## src/rtl/reset_cause_regs.vh

```
// Offsets, field positions, reset values and timing counts of the reset cause block
`ifndef RESET_CAUSE_REGS_VH
`define RESET_CAUSE_REGS_VH

// ------------------------------------------------------------
// Register byte offsets
// ------------------------------------------------------------
`define OFS_CAUSE_STATUS    12'h000
`define OFS_PROC_STATUS     12'h004
`define OFS_CONFIG          12'h008
`define OFS_RESUME_PC       12'h00C

// ------------------------------------------------------------
// Field positions
// ------------------------------------------------------------
`define BIT_BROWNOUT_N      0
`define BIT_POWERON_N       1
`define BIT_POWERDOWN_N     3
`define BIT_TIMEOUT_N       4
`define BIT_CFG_XTAL        0
`define BIT_CFG_POWERUP_DELAY_TIMER_EN_N   1
`define BIT_CFG_BOD_EN      2
`define BIT_CFG_GIE         3

// ------------------------------------------------------------
// Reset values and vectors
// ------------------------------------------------------------
`define RST_PROC_STATUS     8'h18
`define RST_CONFIG          4'h1
`define VEC_RESET           13'h0000
`define VEC_IRQ             13'h0004

// ------------------------------------------------------------
// Timing
// ------------------------------------------------------------
`define POWERUP_DELAY_TIMER_MS             72
`define CLK_HZ              100000000
`define POWERUP_DELAY_TIMER_CYCLES         ((`POWERUP_DELAY_TIMER_MS * (`CLK_HZ / 1000)))
`define OST_PERIODS         1024

`endif

```

## src/rtl/reset_cause_timeout.v

```verilog
// Reset cause flags, start-up time-outs and reset vector selection
//
// Local design decisions: the APB slave port and the address map.
`include "reset_cause_regs.vh"

module reset_cause_timeout #(
    parameter CAUSE_BITS  = 2,
    parameter POWERUP_DELAY_TIMER_CYCLES = `POWERUP_DELAY_TIMER_CYCLES,
    parameter OST_PERIODS = `OST_PERIODS
) (
    // Clock and reset
    input  wire        I_CLK_SYS,
    input  wire        I_RST,
    // APB slave
    input  wire        I_PSEL,
    input  wire        I_PENABLE,
    input  wire        I_PWRITE,
    input  wire [11:0] I_PADDR,
    input  wire [31:0] I_PWDATA,
    output wire [31:0] O_PRDATA,
    output wire        O_PREADY,
    output wire        O_PSLVERR,
    // Reset and wake events, asynchronous pins
    input  wire        I_POWERON_EVT,
    input  wire        I_BROWNOUT_EVT,
    input  wire        I_MASTER_CLEAR_N,
    input  wire        I_WATCHDOG_EVT,
    input  wire        I_IRQ_WAKE,
    // Oscillator period ticks, asynchronous pin
    input  wire        I_OSC_CLK,
    // Core state
    input  wire        I_SLEEPING,
    input  wire [12:0] I_CORE_PC,
    // Outputs to the core
    output wire        O_CORE_RESET,
    output wire        O_REG_INIT,
    output wire        O_CORE_RUN,
    output wire [12:0] O_START_PC
);
    // ------------------------------------------------------------
    // Local definitions
    // ------------------------------------------------------------
    localparam [1:0] ST_RUN  = 2'd0;
    localparam [1:0] ST_POWERUP_DELAY_TIMER = 2'd1;
    localparam [1:0] ST_OST  = 2'd2;
    localparam [1:0] ST_HOLD = 2'd3;
    localparam       CW      = 24;
    // Counter width covers the full power-up delay at 100 MHz; a system clock
    // above 233 MHz needs a wider counter or the load value wraps

    // Implemented cause bit mask per variant
    function [1:0] cause_mask;
        input integer n;
        begin
            cause_mask = (n >= 2) ? 2'b11 : ((n == 1) ? 2'b10 : 2'b00);
        end
    endfunction

    // ------------------------------------------------------------
    // Input synchronisers
    // ------------------------------------------------------------
    reg [5:0] sync1_ff;
    reg [5:0] sync2_ff;
    reg [5:0] prev_ff;
    wire [5:0] raw = {I_OSC_CLK, I_IRQ_WAKE, I_WATCHDOG_EVT, ~I_MASTER_CLEAR_N,
                      I_BROWNOUT_EVT, I_POWERON_EVT};

    // Two stages before any logic; prev only feeds the edge detect
    always @(posedge I_CLK_SYS) begin
        if (I_RST) begin
            sync1_ff <= 6'h00;
            sync2_ff <= 6'h00;
            prev_ff  <= 6'h00;
        end else begin
            sync1_ff <= raw;
            sync2_ff <= sync1_ff;
            prev_ff  <= sync2_ff;
        end
    end

    wire [5:0] rise     = sync2_ff & ~prev_ff;
    wire       ev_por   = rise[0];
    wire       ev_bor   = rise[1];
    wire       ev_master_clear_n  = rise[2];
    wire       ev_wdt   = rise[3];
    wire       ev_irq   = rise[4];
    wire       osc_tick = rise[5];
    wire       master_clear_n_low = sync2_ff[2];

    // ------------------------------------------------------------
    // Registers
    // ------------------------------------------------------------
    reg [1:0]  cause_ff;
    reg        timeout_flag_n_ff;
    reg        powerdown_flag_n_ff;
    reg [3:0]  cfg_ff;
    reg [1:0]  state_ff;
    reg [1:0]  nxt_state;
    reg        init_ff;
    reg        wake_ff;
    reg        bor_pend_ff;
    reg [12:0] start_pc_ff;
    reg [31:0] prdata_ff;

    wire cfg_xtal   = cfg_ff[`BIT_CFG_XTAL];
    wire powerup_delay_timer_en_n  = cfg_ff[`BIT_CFG_POWERUP_DELAY_TIMER_EN_N];
    wire bod_en     = cfg_ff[`BIT_CFG_BOD_EN];
    wire global_irq_enable        = cfg_ff[`BIT_CFG_GIE];

    wire wr_en = I_PSEL && I_PENABLE && I_PWRITE;
    wire rd_en = I_PSEL && !I_PENABLE && !I_PWRITE;
    wire bor_hit = ev_bor && bod_en;            // Brown-out ignored when detection is off

    // ------------------------------------------------------------
    // Cause and status flags
    // ------------------------------------------------------------
    // Hardware events are applied after the bus write so they win
    // With brown-out detection off the brown-out cause is simply left as
    // written; software must ignore it in that configuration
    always @(posedge I_CLK_SYS) begin
        if (I_RST) begin
            cause_ff            <= 2'b00;
            timeout_flag_n_ff   <= 1'b1;
            powerdown_flag_n_ff <= 1'b1;
        end else begin
            if (wr_en && I_PADDR == `OFS_CAUSE_STATUS) begin
                cause_ff <= I_PWDATA[1:0] & cause_mask(CAUSE_BITS);
            end
            if (ev_por) begin
                cause_ff[`BIT_POWERON_N] <= 1'b0;
                timeout_flag_n_ff        <= 1'b1;
                powerdown_flag_n_ff      <= 1'b1;
            end else if (bor_hit) begin
                cause_ff[`BIT_BROWNOUT_N] <= 1'b0;
                timeout_flag_n_ff         <= 1'b1;
                powerdown_flag_n_ff       <= 1'b1;
            end else if (ev_wdt) begin
                timeout_flag_n_ff   <= 1'b0;
                powerdown_flag_n_ff <= ~I_SLEEPING;
            end else if ((ev_master_clear_n || ev_irq) && I_SLEEPING) begin
                timeout_flag_n_ff   <= 1'b1;
                powerdown_flag_n_ff <= 1'b0;
            end
            // Master clear while running leaves both flags untouched
        end
    end

    // ------------------------------------------------------------
    // Configuration register
    // ------------------------------------------------------------
    always @(posedge I_CLK_SYS) begin
        if (I_RST) begin
            cfg_ff <= `RST_CONFIG;
        end else if (wr_en && I_PADDR == `OFS_CONFIG) begin
            cfg_ff <= I_PWDATA[3:0];
        end
    end

    // ------------------------------------------------------------
    // Start-up sequencer
    // ------------------------------------------------------------
    wire powerup_delay_timer_busy;
    wire powerup_delay_timer_done;
    wire ost_busy;
    wire ost_done;
    reg  powerup_delay_timer_load;
    reg  ost_load;
    wire any_reset = ev_por || bor_hit || ev_master_clear_n || (ev_wdt && !I_SLEEPING);
    wire any_wake  = I_SLEEPING && ((ev_wdt) || ev_irq);
    // Power-up delay on power-on when enabled, always on brown-out
    wire need_powerup_delay_timer = bor_hit || (ev_por && !powerup_delay_timer_en_n);
    wire need_ost  = cfg_xtal && (ev_por || bor_hit || any_wake);

    // Any new event restarts the sequence from its first phase, so a
    // brown-out during the power-up delay reloads the full delay; the
    // trade-off is that a chattering supply can hold the core in reset
    always @* begin
        nxt_state = state_ff;
        powerup_delay_timer_load = 1'b0;
        ost_load  = 1'b0;
        if (any_reset || any_wake) begin
            if (need_powerup_delay_timer) begin
                nxt_state = ST_POWERUP_DELAY_TIMER;
                powerup_delay_timer_load = 1'b1;
            end else if (need_ost) begin
                nxt_state = ST_OST;
                ost_load  = 1'b1;
            end else begin
                nxt_state = ST_HOLD;
            end
        end else begin
            case (state_ff)
                ST_POWERUP_DELAY_TIMER: begin
                    if (powerup_delay_timer_done) begin
                        if (cfg_xtal) begin
                            nxt_state = ST_OST;
                            ost_load  = 1'b1;
                        end else begin
                            nxt_state = ST_HOLD;
                        end
                    end
                end
                ST_OST: begin
                    if (ost_done) begin
                        nxt_state = ST_HOLD;
                    end
                end
                ST_HOLD: begin
                    // Master clear held low keeps the core waiting
                    if (!master_clear_n_low) begin
                        nxt_state = ST_RUN;
                    end
                end
                default: begin
                    nxt_state = ST_RUN;
                end
            endcase
        end
    end

    always @(posedge I_CLK_SYS) begin
        if (I_RST) begin
            state_ff <= ST_RUN;
        end else begin
            state_ff <= nxt_state;
        end
    end

    startup_counter #(
        .WIDTH (CW)
    ) u_powerup_delay_timer (
        .i_clk   (I_CLK_SYS),
        .i_rst   (I_RST),
        .i_load  (powerup_delay_timer_load),
        .i_count (POWERUP_DELAY_TIMER_CYCLES[CW-1:0]),
        .i_tick  (1'b1),
        .o_busy  (powerup_delay_timer_busy),
        .o_done  (powerup_delay_timer_done)
    );

    // Ticks come from the synchronised oscillator, so periods are edges seen
    startup_counter #(
        .WIDTH (CW)
    ) u_ost (
        .i_clk   (I_CLK_SYS),
        .i_rst   (I_RST),
        .i_load  (ost_load),
        .i_count (OST_PERIODS[CW-1:0]),
        .i_tick  (osc_tick),
        .o_busy  (ost_busy),
        .o_done  (ost_done)
    );

    // ------------------------------------------------------------
    // Start address and register init
    // ------------------------------------------------------------
    always @(posedge I_CLK_SYS) begin
        if (I_RST) begin
            start_pc_ff <= `VEC_RESET;
            init_ff     <= 1'b1;
            wake_ff     <= 1'b0;
            bor_pend_ff <= 1'b0;
        end else if (any_reset) begin
            start_pc_ff <= `VEC_RESET;
            init_ff     <= 1'b1;
            wake_ff     <= 1'b0;
            bor_pend_ff <= bor_hit && !ev_por;
        end else if (any_wake) begin
            if (ev_irq && global_irq_enable) begin
                start_pc_ff <= `VEC_IRQ;
            end else begin
                start_pc_ff <= I_CORE_PC + 13'h0001;
            end
            init_ff <= 1'b0;
            wake_ff <= 1'b1;
        end else if (nxt_state == ST_RUN) begin
            init_ff <= 1'b0;
        end
    end

    // ------------------------------------------------------------
    // Processor status view: status bits other than 4 and 3 kept by core
    // ------------------------------------------------------------
    wire [7:0] proc_status = {3'b000, timeout_flag_n_ff, powerdown_flag_n_ff, 3'b000};

    // ------------------------------------------------------------
    // APB read data
    // ------------------------------------------------------------
    // Read data latched in setup so it is stable in the access phase
    always @(posedge I_CLK_SYS) begin
        if (I_RST) begin
            prdata_ff <= 32'h0000_0000;
        end else if (rd_en) begin
            if (I_PADDR == `OFS_CAUSE_STATUS) begin
                prdata_ff <= {30'h0000_0000, cause_ff & cause_mask(CAUSE_BITS)};
            end else if (I_PADDR == `OFS_PROC_STATUS) begin
                prdata_ff <= {24'h00_0000, proc_status};
            end else if (I_PADDR == `OFS_CONFIG) begin
                prdata_ff <= {28'h000_0000, cfg_ff};
            end else if (I_PADDR == `OFS_RESUME_PC) begin
                prdata_ff <= {15'h0000, bor_pend_ff, wake_ff, ost_busy, powerup_delay_timer_busy, start_pc_ff};
            end else begin
                prdata_ff <= 32'h0000_0000;
            end
        end
    end

    // ------------------------------------------------------------
    // Address decode
    // ------------------------------------------------------------
    // Only the four register offsets are mapped; anything else is refused
    wire mapped = (I_PADDR == `OFS_CAUSE_STATUS) || (I_PADDR == `OFS_PROC_STATUS) ||
                  (I_PADDR == `OFS_CONFIG) || (I_PADDR == `OFS_RESUME_PC);

    // ------------------------------------------------------------
    // Outputs
    // ------------------------------------------------------------
    // Zero wait states: every register answers in its first access cycle
    assign O_PRDATA     = prdata_ff;
    assign O_PREADY     = 1'b1;
    assign O_PSLVERR    = I_PSEL && I_PENABLE && !mapped;
    assign O_CORE_RESET = (state_ff != ST_RUN);
    assign O_REG_INIT   = init_ff && (state_ff != ST_RUN);
    assign O_CORE_RUN   = (state_ff == ST_RUN);
    assign O_START_PC   = start_pc_ff;
endmodule // reset_cause_timeout

```

## src/rtl/startup_counter.v

```verilog
// Down counter that times one start-up phase in enable ticks
module startup_counter #(
    parameter WIDTH = 24
) (
    // Clock and reset
    input  wire             i_clk,
    input  wire             i_rst,
    // Control
    input  wire             i_load,
    input  wire [WIDTH-1:0] i_count,
    input  wire             i_tick,
    // Status
    output wire             o_busy,
    output wire             o_done
);
    reg [WIDTH-1:0] cnt_ff;
    reg             busy_ff;

    // ------------------------------------------------------------
    // Counter
    // ------------------------------------------------------------
    // Load wins over a tick so a restarted phase always runs in full
    always @(posedge i_clk) begin
        if (i_rst) begin
            cnt_ff  <= {WIDTH{1'b0}};
            busy_ff <= 1'b0;
        end else if (i_load) begin
            cnt_ff  <= i_count;
            busy_ff <= 1'b1;
        end else if (busy_ff && i_tick) begin
            cnt_ff <= cnt_ff - {{(WIDTH-1){1'b0}}, 1'b1};
            if (cnt_ff == {{(WIDTH-1){1'b0}}, 1'b1}) begin
                busy_ff <= 1'b0;
            end
        end
    end

    assign o_busy = busy_ff;
    assign o_done = busy_ff && i_tick && (cnt_ff == {{(WIDTH-1){1'b0}}, 1'b1});
endmodule // startup_counter

```

## config.mk

```make
export PLATFORM = sky130hd
export DESIGN_NAME = reset_cause_timeout
export DESIGN_NICKNAME = d
export VERILOG_FILES = /design/src/rtl/reset_cause_timeout.v /design/src/rtl/startup_counter.v
export VERILOG_INCLUDE_DIRS = /design/src /design/src/rtl
export SDC_FILE = /design/constraint.sdc
export NUM_CORES = 1
export LEC_CHECK = 0
export BUFFER_PORTS_ARGS = -buffer_cell sky130_fd_sc_hd__buf_2
export CAP_MARGIN = 20
export CORE_ASPECT_RATIO = 1.75
export CORE_MARGIN = 2
export CORE_UTILIZATION = 31
export CTS_CLUSTER_DIAMETER = 150
export CTS_CLUSTER_SIZE = 24
export DETAILED_ROUTE_END_ITERATION = 12
export SKIP_LAST_GASP = 1
export SYNTH_ARGS = -nofsm -noshare
export SYNTH_HDL_FRONTEND = slang
export SYNTH_SLANG_ARGS = --single-unit
```

## constraint.sdc

```tcl
create_clock -name I_CLK_SYS -period 2.5 [get_ports I_CLK_SYS]
set_clock_uncertainty 0.1 [all_clocks]
set_input_delay 0.5 -clock I_CLK_SYS [delete_from_list [all_inputs] [get_ports I_CLK_SYS]]
set_output_delay 0.5 -clock I_CLK_SYS [all_outputs]
set_load 0.05 [all_outputs]
```

# Yosys cells after proc, flatten, opt, wreduce, memory -nomap -nowiden
# Cells that the tools add are included.
# totals
register_bits	126
output_inout_bits	50
# classes
addsub	3
eq_ne	8
muxes	40
bitwise_logic	4
n_reduce_logical	51
# op_table
op	count
17-bit 2-to-1 mux	4
24-bit by 1-bit == test with 1-bit output (second input constant)	2
24-bit by 1-bit subtractor with 24-bit output (second input constant)	2
23-bit 2-to-1 mux	2
1-bit 2-to-1 mux	25
12-bit by 4-bit == test with 1-bit output (second input constant)	2
11-bit 2-to-1 mux	2
1-bit logical AND	19
13-bit by 1-bit adder with 13-bit output (second input constant)	1
13-bit 2-to-1 mux	1
12-bit by 3-bit == test with 1-bit output (second input constant)	1
12-bit zero test	1
2-bit nonzero test	6
1-bit logical OR	11
2-bit 2-to-1 mux	5
2-bit OR reduction	4
6-bit AND	1
1-bit zero test	6
6-bit NOT	1
2-bit one-hot mux with 3 select lines	1
2-bit == test (second input constant)	2
2-bit zero test	2
3-bit OR reduction	1
2-bit by 1-bit == test with 1-bit output (second input constant)	1
2 further kinds	3

# Longest topological paths before layout
# logic_depth
ltp_word	12
mapped_depth	8
mapped_depth_nobuf	7

# Hierarchy
# From an unflattened synthesis, not the netlist that was laid out.
# unflattened
cells_unflattened	613
area_unflattened_um2	5494.0
# modules_own_cells
module	n_inst	cells_each	area_each_um2
reset_cause_timeout	1	273	2668.8
startup_counter (u_ost)	1	182	1457.6
startup_counter (u_powerup_delay_timer)	1	158	1367.6

# Worst setup path after synthesis
# OpenSTA, ideal clock, no wires.
# synth_path
kind	register -> output
startpoint	register state_ff[1]
endpoint	output port O_REG_INIT
arrival_ns	1.897
path_slack_ns	0.003
stages_incl_launch_ff	5
n_path_buf	0
path_cell_list	dfxtp_1 > inv_1 > nand2_1 > inv_1 > nor2b_1
# synth_between
elab_chain_len	2
# synth_rtl
item	line_no	source
from (decl)	reset_cause_timeout.v:97	reg [1:0] state_ff;
from (signal assigned)	reset_cause_timeout.v:225	state_ff <= nxt_state;
2-bit nonzero test	--	
named net O_CORE_RESET	reset_cause_timeout.v:35	output wire O_CORE_RESET,
1-bit logical AND	reset_cause_timeout.v:323	assign O_REG_INIT = init_ff && (state_ff != ST_RUN);
to (decl)	reset_cause_timeout.v:36	output wire O_REG_INIT,
# The timed path passes the listed nets, and every way through them passes these cells.

# Worst setup path after layout
# layout_path
startpoint	input port I_PADDR[9]
endpoint	output port O_PSLVERR
# layout_between
elab_chain_len	6
# layout_rtl
item	line_no	source
from (decl)	reset_cause_timeout.v:18	input wire [11:0] I_PADDR,
12-bit by 3-bit == test with 1-bit output (no line) or 12-bit zero test (tied branches)	--	
1-bit logical OR (2 in series)	reset_cause_timeout.v:312	wire mapped = (I_PADDR == `OFS_CAUSE_STATUS) || (I_PADDR == `OFS_PROC_STATUS) ||
1-bit logical OR *	reset_cause_timeout.v:312	
1-bit zero test *	reset_cause_timeout.v:321	assign O_PSLVERR = I_PSEL && I_PENABLE && !mapped;
1-bit logical AND *	reset_cause_timeout.v:321	
to (decl)	reset_cause_timeout.v:22	output wire O_PSLVERR,
# Mark *: on every way between the ends. The rest lies on a longest branch, timed or not.

==> results.toml <==
[yosys]
synth_edf_count = 0
yosysWarnings = 0
synthesis.area_sq_um = 4920
synthFlopType = "sky130_fd_sc_hd__dfxtp_1"
asyncSetResetFlopFracSynth_pct = 0
postSynthAreaPerCell_sq_um = 8.79
synth-seq-area-share_pct = 45.1
yosys_register_bits = 111
synth_cell_type_count = 52
synthesis.instances = 560

[floorplan]
initial_standard_cell_utilization_of_the_core_pct = 31.3
coreArea_sq_um = 15700
pin_count = 119
fp-row-count = 61
die_height_um = 171
die_w_um = 99.3
die-area_sq_um = 16900

[sta]
min_period_over_period_pct = 86.1
rsz0062_at_grt = "no"
hold_violation_count_in_the_final_report = 0
final-setup-viol-count = 0
fin_ws_ns = 0.348
worst-slew-pin-transition_ns = 0.644
fmax_mhz = 465
maxSlewViolCount = 0
setup_total_negative_slack_ns = 0
slew_headroom_pct = 55.9
final.min_clock_period_ns = 2.15

[cells_and_area]
final_net_count = 709
num_antenna_cells = 0
layoutNonFillerInstCount = 829
drive_gt1_share_pct = 19.1
most-common-layout-cells = "111 x sky130_fd_sc_hd__dfxtp_1, 86 x sky130_fd_sc_hd__nor2_1, 74 x sky130_fd_sc_hd__buf_2"
layout_overhead_on_the_synthesized_area_pct = 17.1
layout_commonest_cell = "sky130_fd_sc_hd__dfxtp_1"

[placed_design]
pre_cts_ws_ns = 0.317
numPlacedInstances = 813
globalplace.congestion = 0.794
io_buffers = 74
place_hpwl_um = 8360

[cts]
tritoncts_clock_tree = "built"
ctsHtreeMaxLevel = 3
clock-sinks = 111
clockBufferDepth = 2
clk_pin_slew_ns = 0.08
post-cts-setup-buffers = 0
tritoncts.num_buffers = 9
post_cts_resized = 0
holdBufCountCts = 0
clock_tree.root_cell = "sky130_fd_sc_hd__clkbuf_16"
worstSkewPairLatency_ns = 0.35

[detailed_routing]
routed-via-count = 3989
ant_nets = 0
vias_per_cell = 4.81
drt-wirelength-per-cell_um = 13.3
initialDrtViolationCount = 132
drt_wl_total_um = 11000
remaining_drc_errors = 0
drt_first_pass_iters = 4

[pwr]
p_seq_share_pct = 49.4
switching_power_uw = 1100
irDropWorstVdd_uv = 385
power.density_cell_area_nw_per_um2 = 663
cellInternalPower_uw = 2720
switching_share_pct = 28.8
post-layout-total-power_uw = 3820
leakage_uw = 0.00230
power_frac_clock_pct = 36.5
pwr-share-comb_pct = 14.1

[grt]
antenna_found_initial = 0
grt_max_degree = 24
grt_use_total_pct = 13.5
first_pass_grt_wire_length_um = 18500
grt_pass1_vias = 3876
globalRoute.totalOverflow = 0

[worst_setup_path]
critPathMostFrequentCell = "sky130_fd_sc_hd__buf_2"
crit_path_top_delay_cell = "sky130_fd_sc_hd__nor4_1"
critPathMaxFanout = 3
cp_slowest_stage_delay_ns = 0.36
critical_path.cell_chain = "buf_2 -> nor4_1 -> nand3_1 -> and3_1 -> buf_2"
timing.setup.critical_path_class = "input port to output pin"
timing.critical_path.to_type = "output pin"
timing.reg2reg.setup_slack_ns = 0.38
reg2regPathDepth = 7
wp_data_required_ns = 1.90
startpoint_type_of_the_worst_setup_path = "input port"
cp.arrival_ns = 1.55

[status]
run_status = "complete, no violations"

[flow_run]
cap_viol_max_count = 0

[worst_hold_path]
hold_path_depth = 2
hp-class = "input port to register"
==> layer usage <==
| layer | global-route usage, % | share of wire [%] |
|---|---|---|
| met1 | 14.8 | 40 |
| met4 | 5.78 | 2.0 |
| met2 | 25.5 | 55 |
| met3 | 2.00 | 3.4 |
| met5 | 0 | 0 |
==> power by group through the flow <==
stage	clock, uW	sequential, uW	combinational, uW
after CTS	1430	1890	546
final	1390	1890	538
after global placement	0	1930	540
after floorplan	0	1930	406
after detailed placement	0	1930	543
after global routing	1490	1900	600
==> state kept, by name, indices dropped and copies added, names as in the netlist, 2 cells and up <==
| name | flops |
|---|---|
| O_PRDATA | 17 |
| O_START_PC | 13 |
| cause_ff | 2 |
| cfg_ff | 4 |
| prev_ff | 6 |
| state_ff | 2 |
| sync1_ff | 6 |
| sync2_ff | 6 |
| u_ost.cnt_ff | 24 |
| u_powerup_delay_timer.cnt_ff | 24 |
==> metrics by stage <==
| stage | util (%) | hold WS (ns) | instance area (sq um) |
|---|---|---|---|
| after global placement | 34.8 | 0.322 | 5470 |
| after detailed placement | 34.8 | 0.328 | 5470 |
| after global routing | 36.6 | 0.191 | 5760 |
| final | 36.6 | 0.188 | 5760 |
| after CTS | 36.6 | 0.176 | 5760 |
| after floorplan | - | 0.314 | 4970 |
==> Yosys cell counts, drive strengths merged (5+ instances only) <==
library cell / count / share of area, %
a21oi: 32 / 3.3
a22oi: 23 / 3.5
buf: 22 / 3.3
clkbuf: 17 / 1.5
dfxtp: 111 / 45
ha: 5 / 1.3
inv: 14 / 1.1
mux2i: 6 / 1.2
nand2: 31 / 2.4
nand3: 12 / 1.2
nand4: 7 / 1.0
nor2: 87 / 6.7
nor2b: 24 / 3.1
nor3: 23 / 2.4
nor4: 21 / 3.1
o21ai: 14 / 1.4
or3: 15 / 1.9
xnor2: 39 / 6.9
xor2: 11 / 2.0
==> final cells by class <==
cell class | count | area [sq um]
inverter | 14 | 52.6
tap | 189 | 236
fill | 1640 | 9960
multi-input combinational | 410 | 2470
sequential | 111 | 2220
timing repair buffer | 89 | 495
clock buffer | 9 | 225
clock inverter | 7 | 63.8
==> worst max-delay path: cells and delay by family <==
family                 cells  cell delay [ns]
AND/OR/NAND/NOR            3             0.75
buffers and inverters      2             0.30
==> kinds of logic after synthesis <==
family | Yosys count | synth area share (%)
muxes | 7 | 1.45
and+or+nand+nor | 245 | 26.0
AOI/OAI and AO/OA | 87 | 11.2
buffers and inverters | 53 | 5.82
xor gates and xnor gates | 50 | 8.90
DFF | 111 | 45.1
other | 2 | 0.153
adders and majority gates | 5 | 1.27
==> path summary, 6_finish.rpt <==
kind	startpoint	to
hold reg to reg	sync1_ff[1]	sync2_ff[1]
hold / removal	I_MASTER_CLEAR_N	sync1_ff[2]
setup reg to reg	u_powerup_delay_timer.cnt_ff[0]	u_ost.cnt_ff[3]
setup / recovery	I_PADDR[9]	O_PSLVERR
Note: power is estimated with default switching activity, not from simulation.
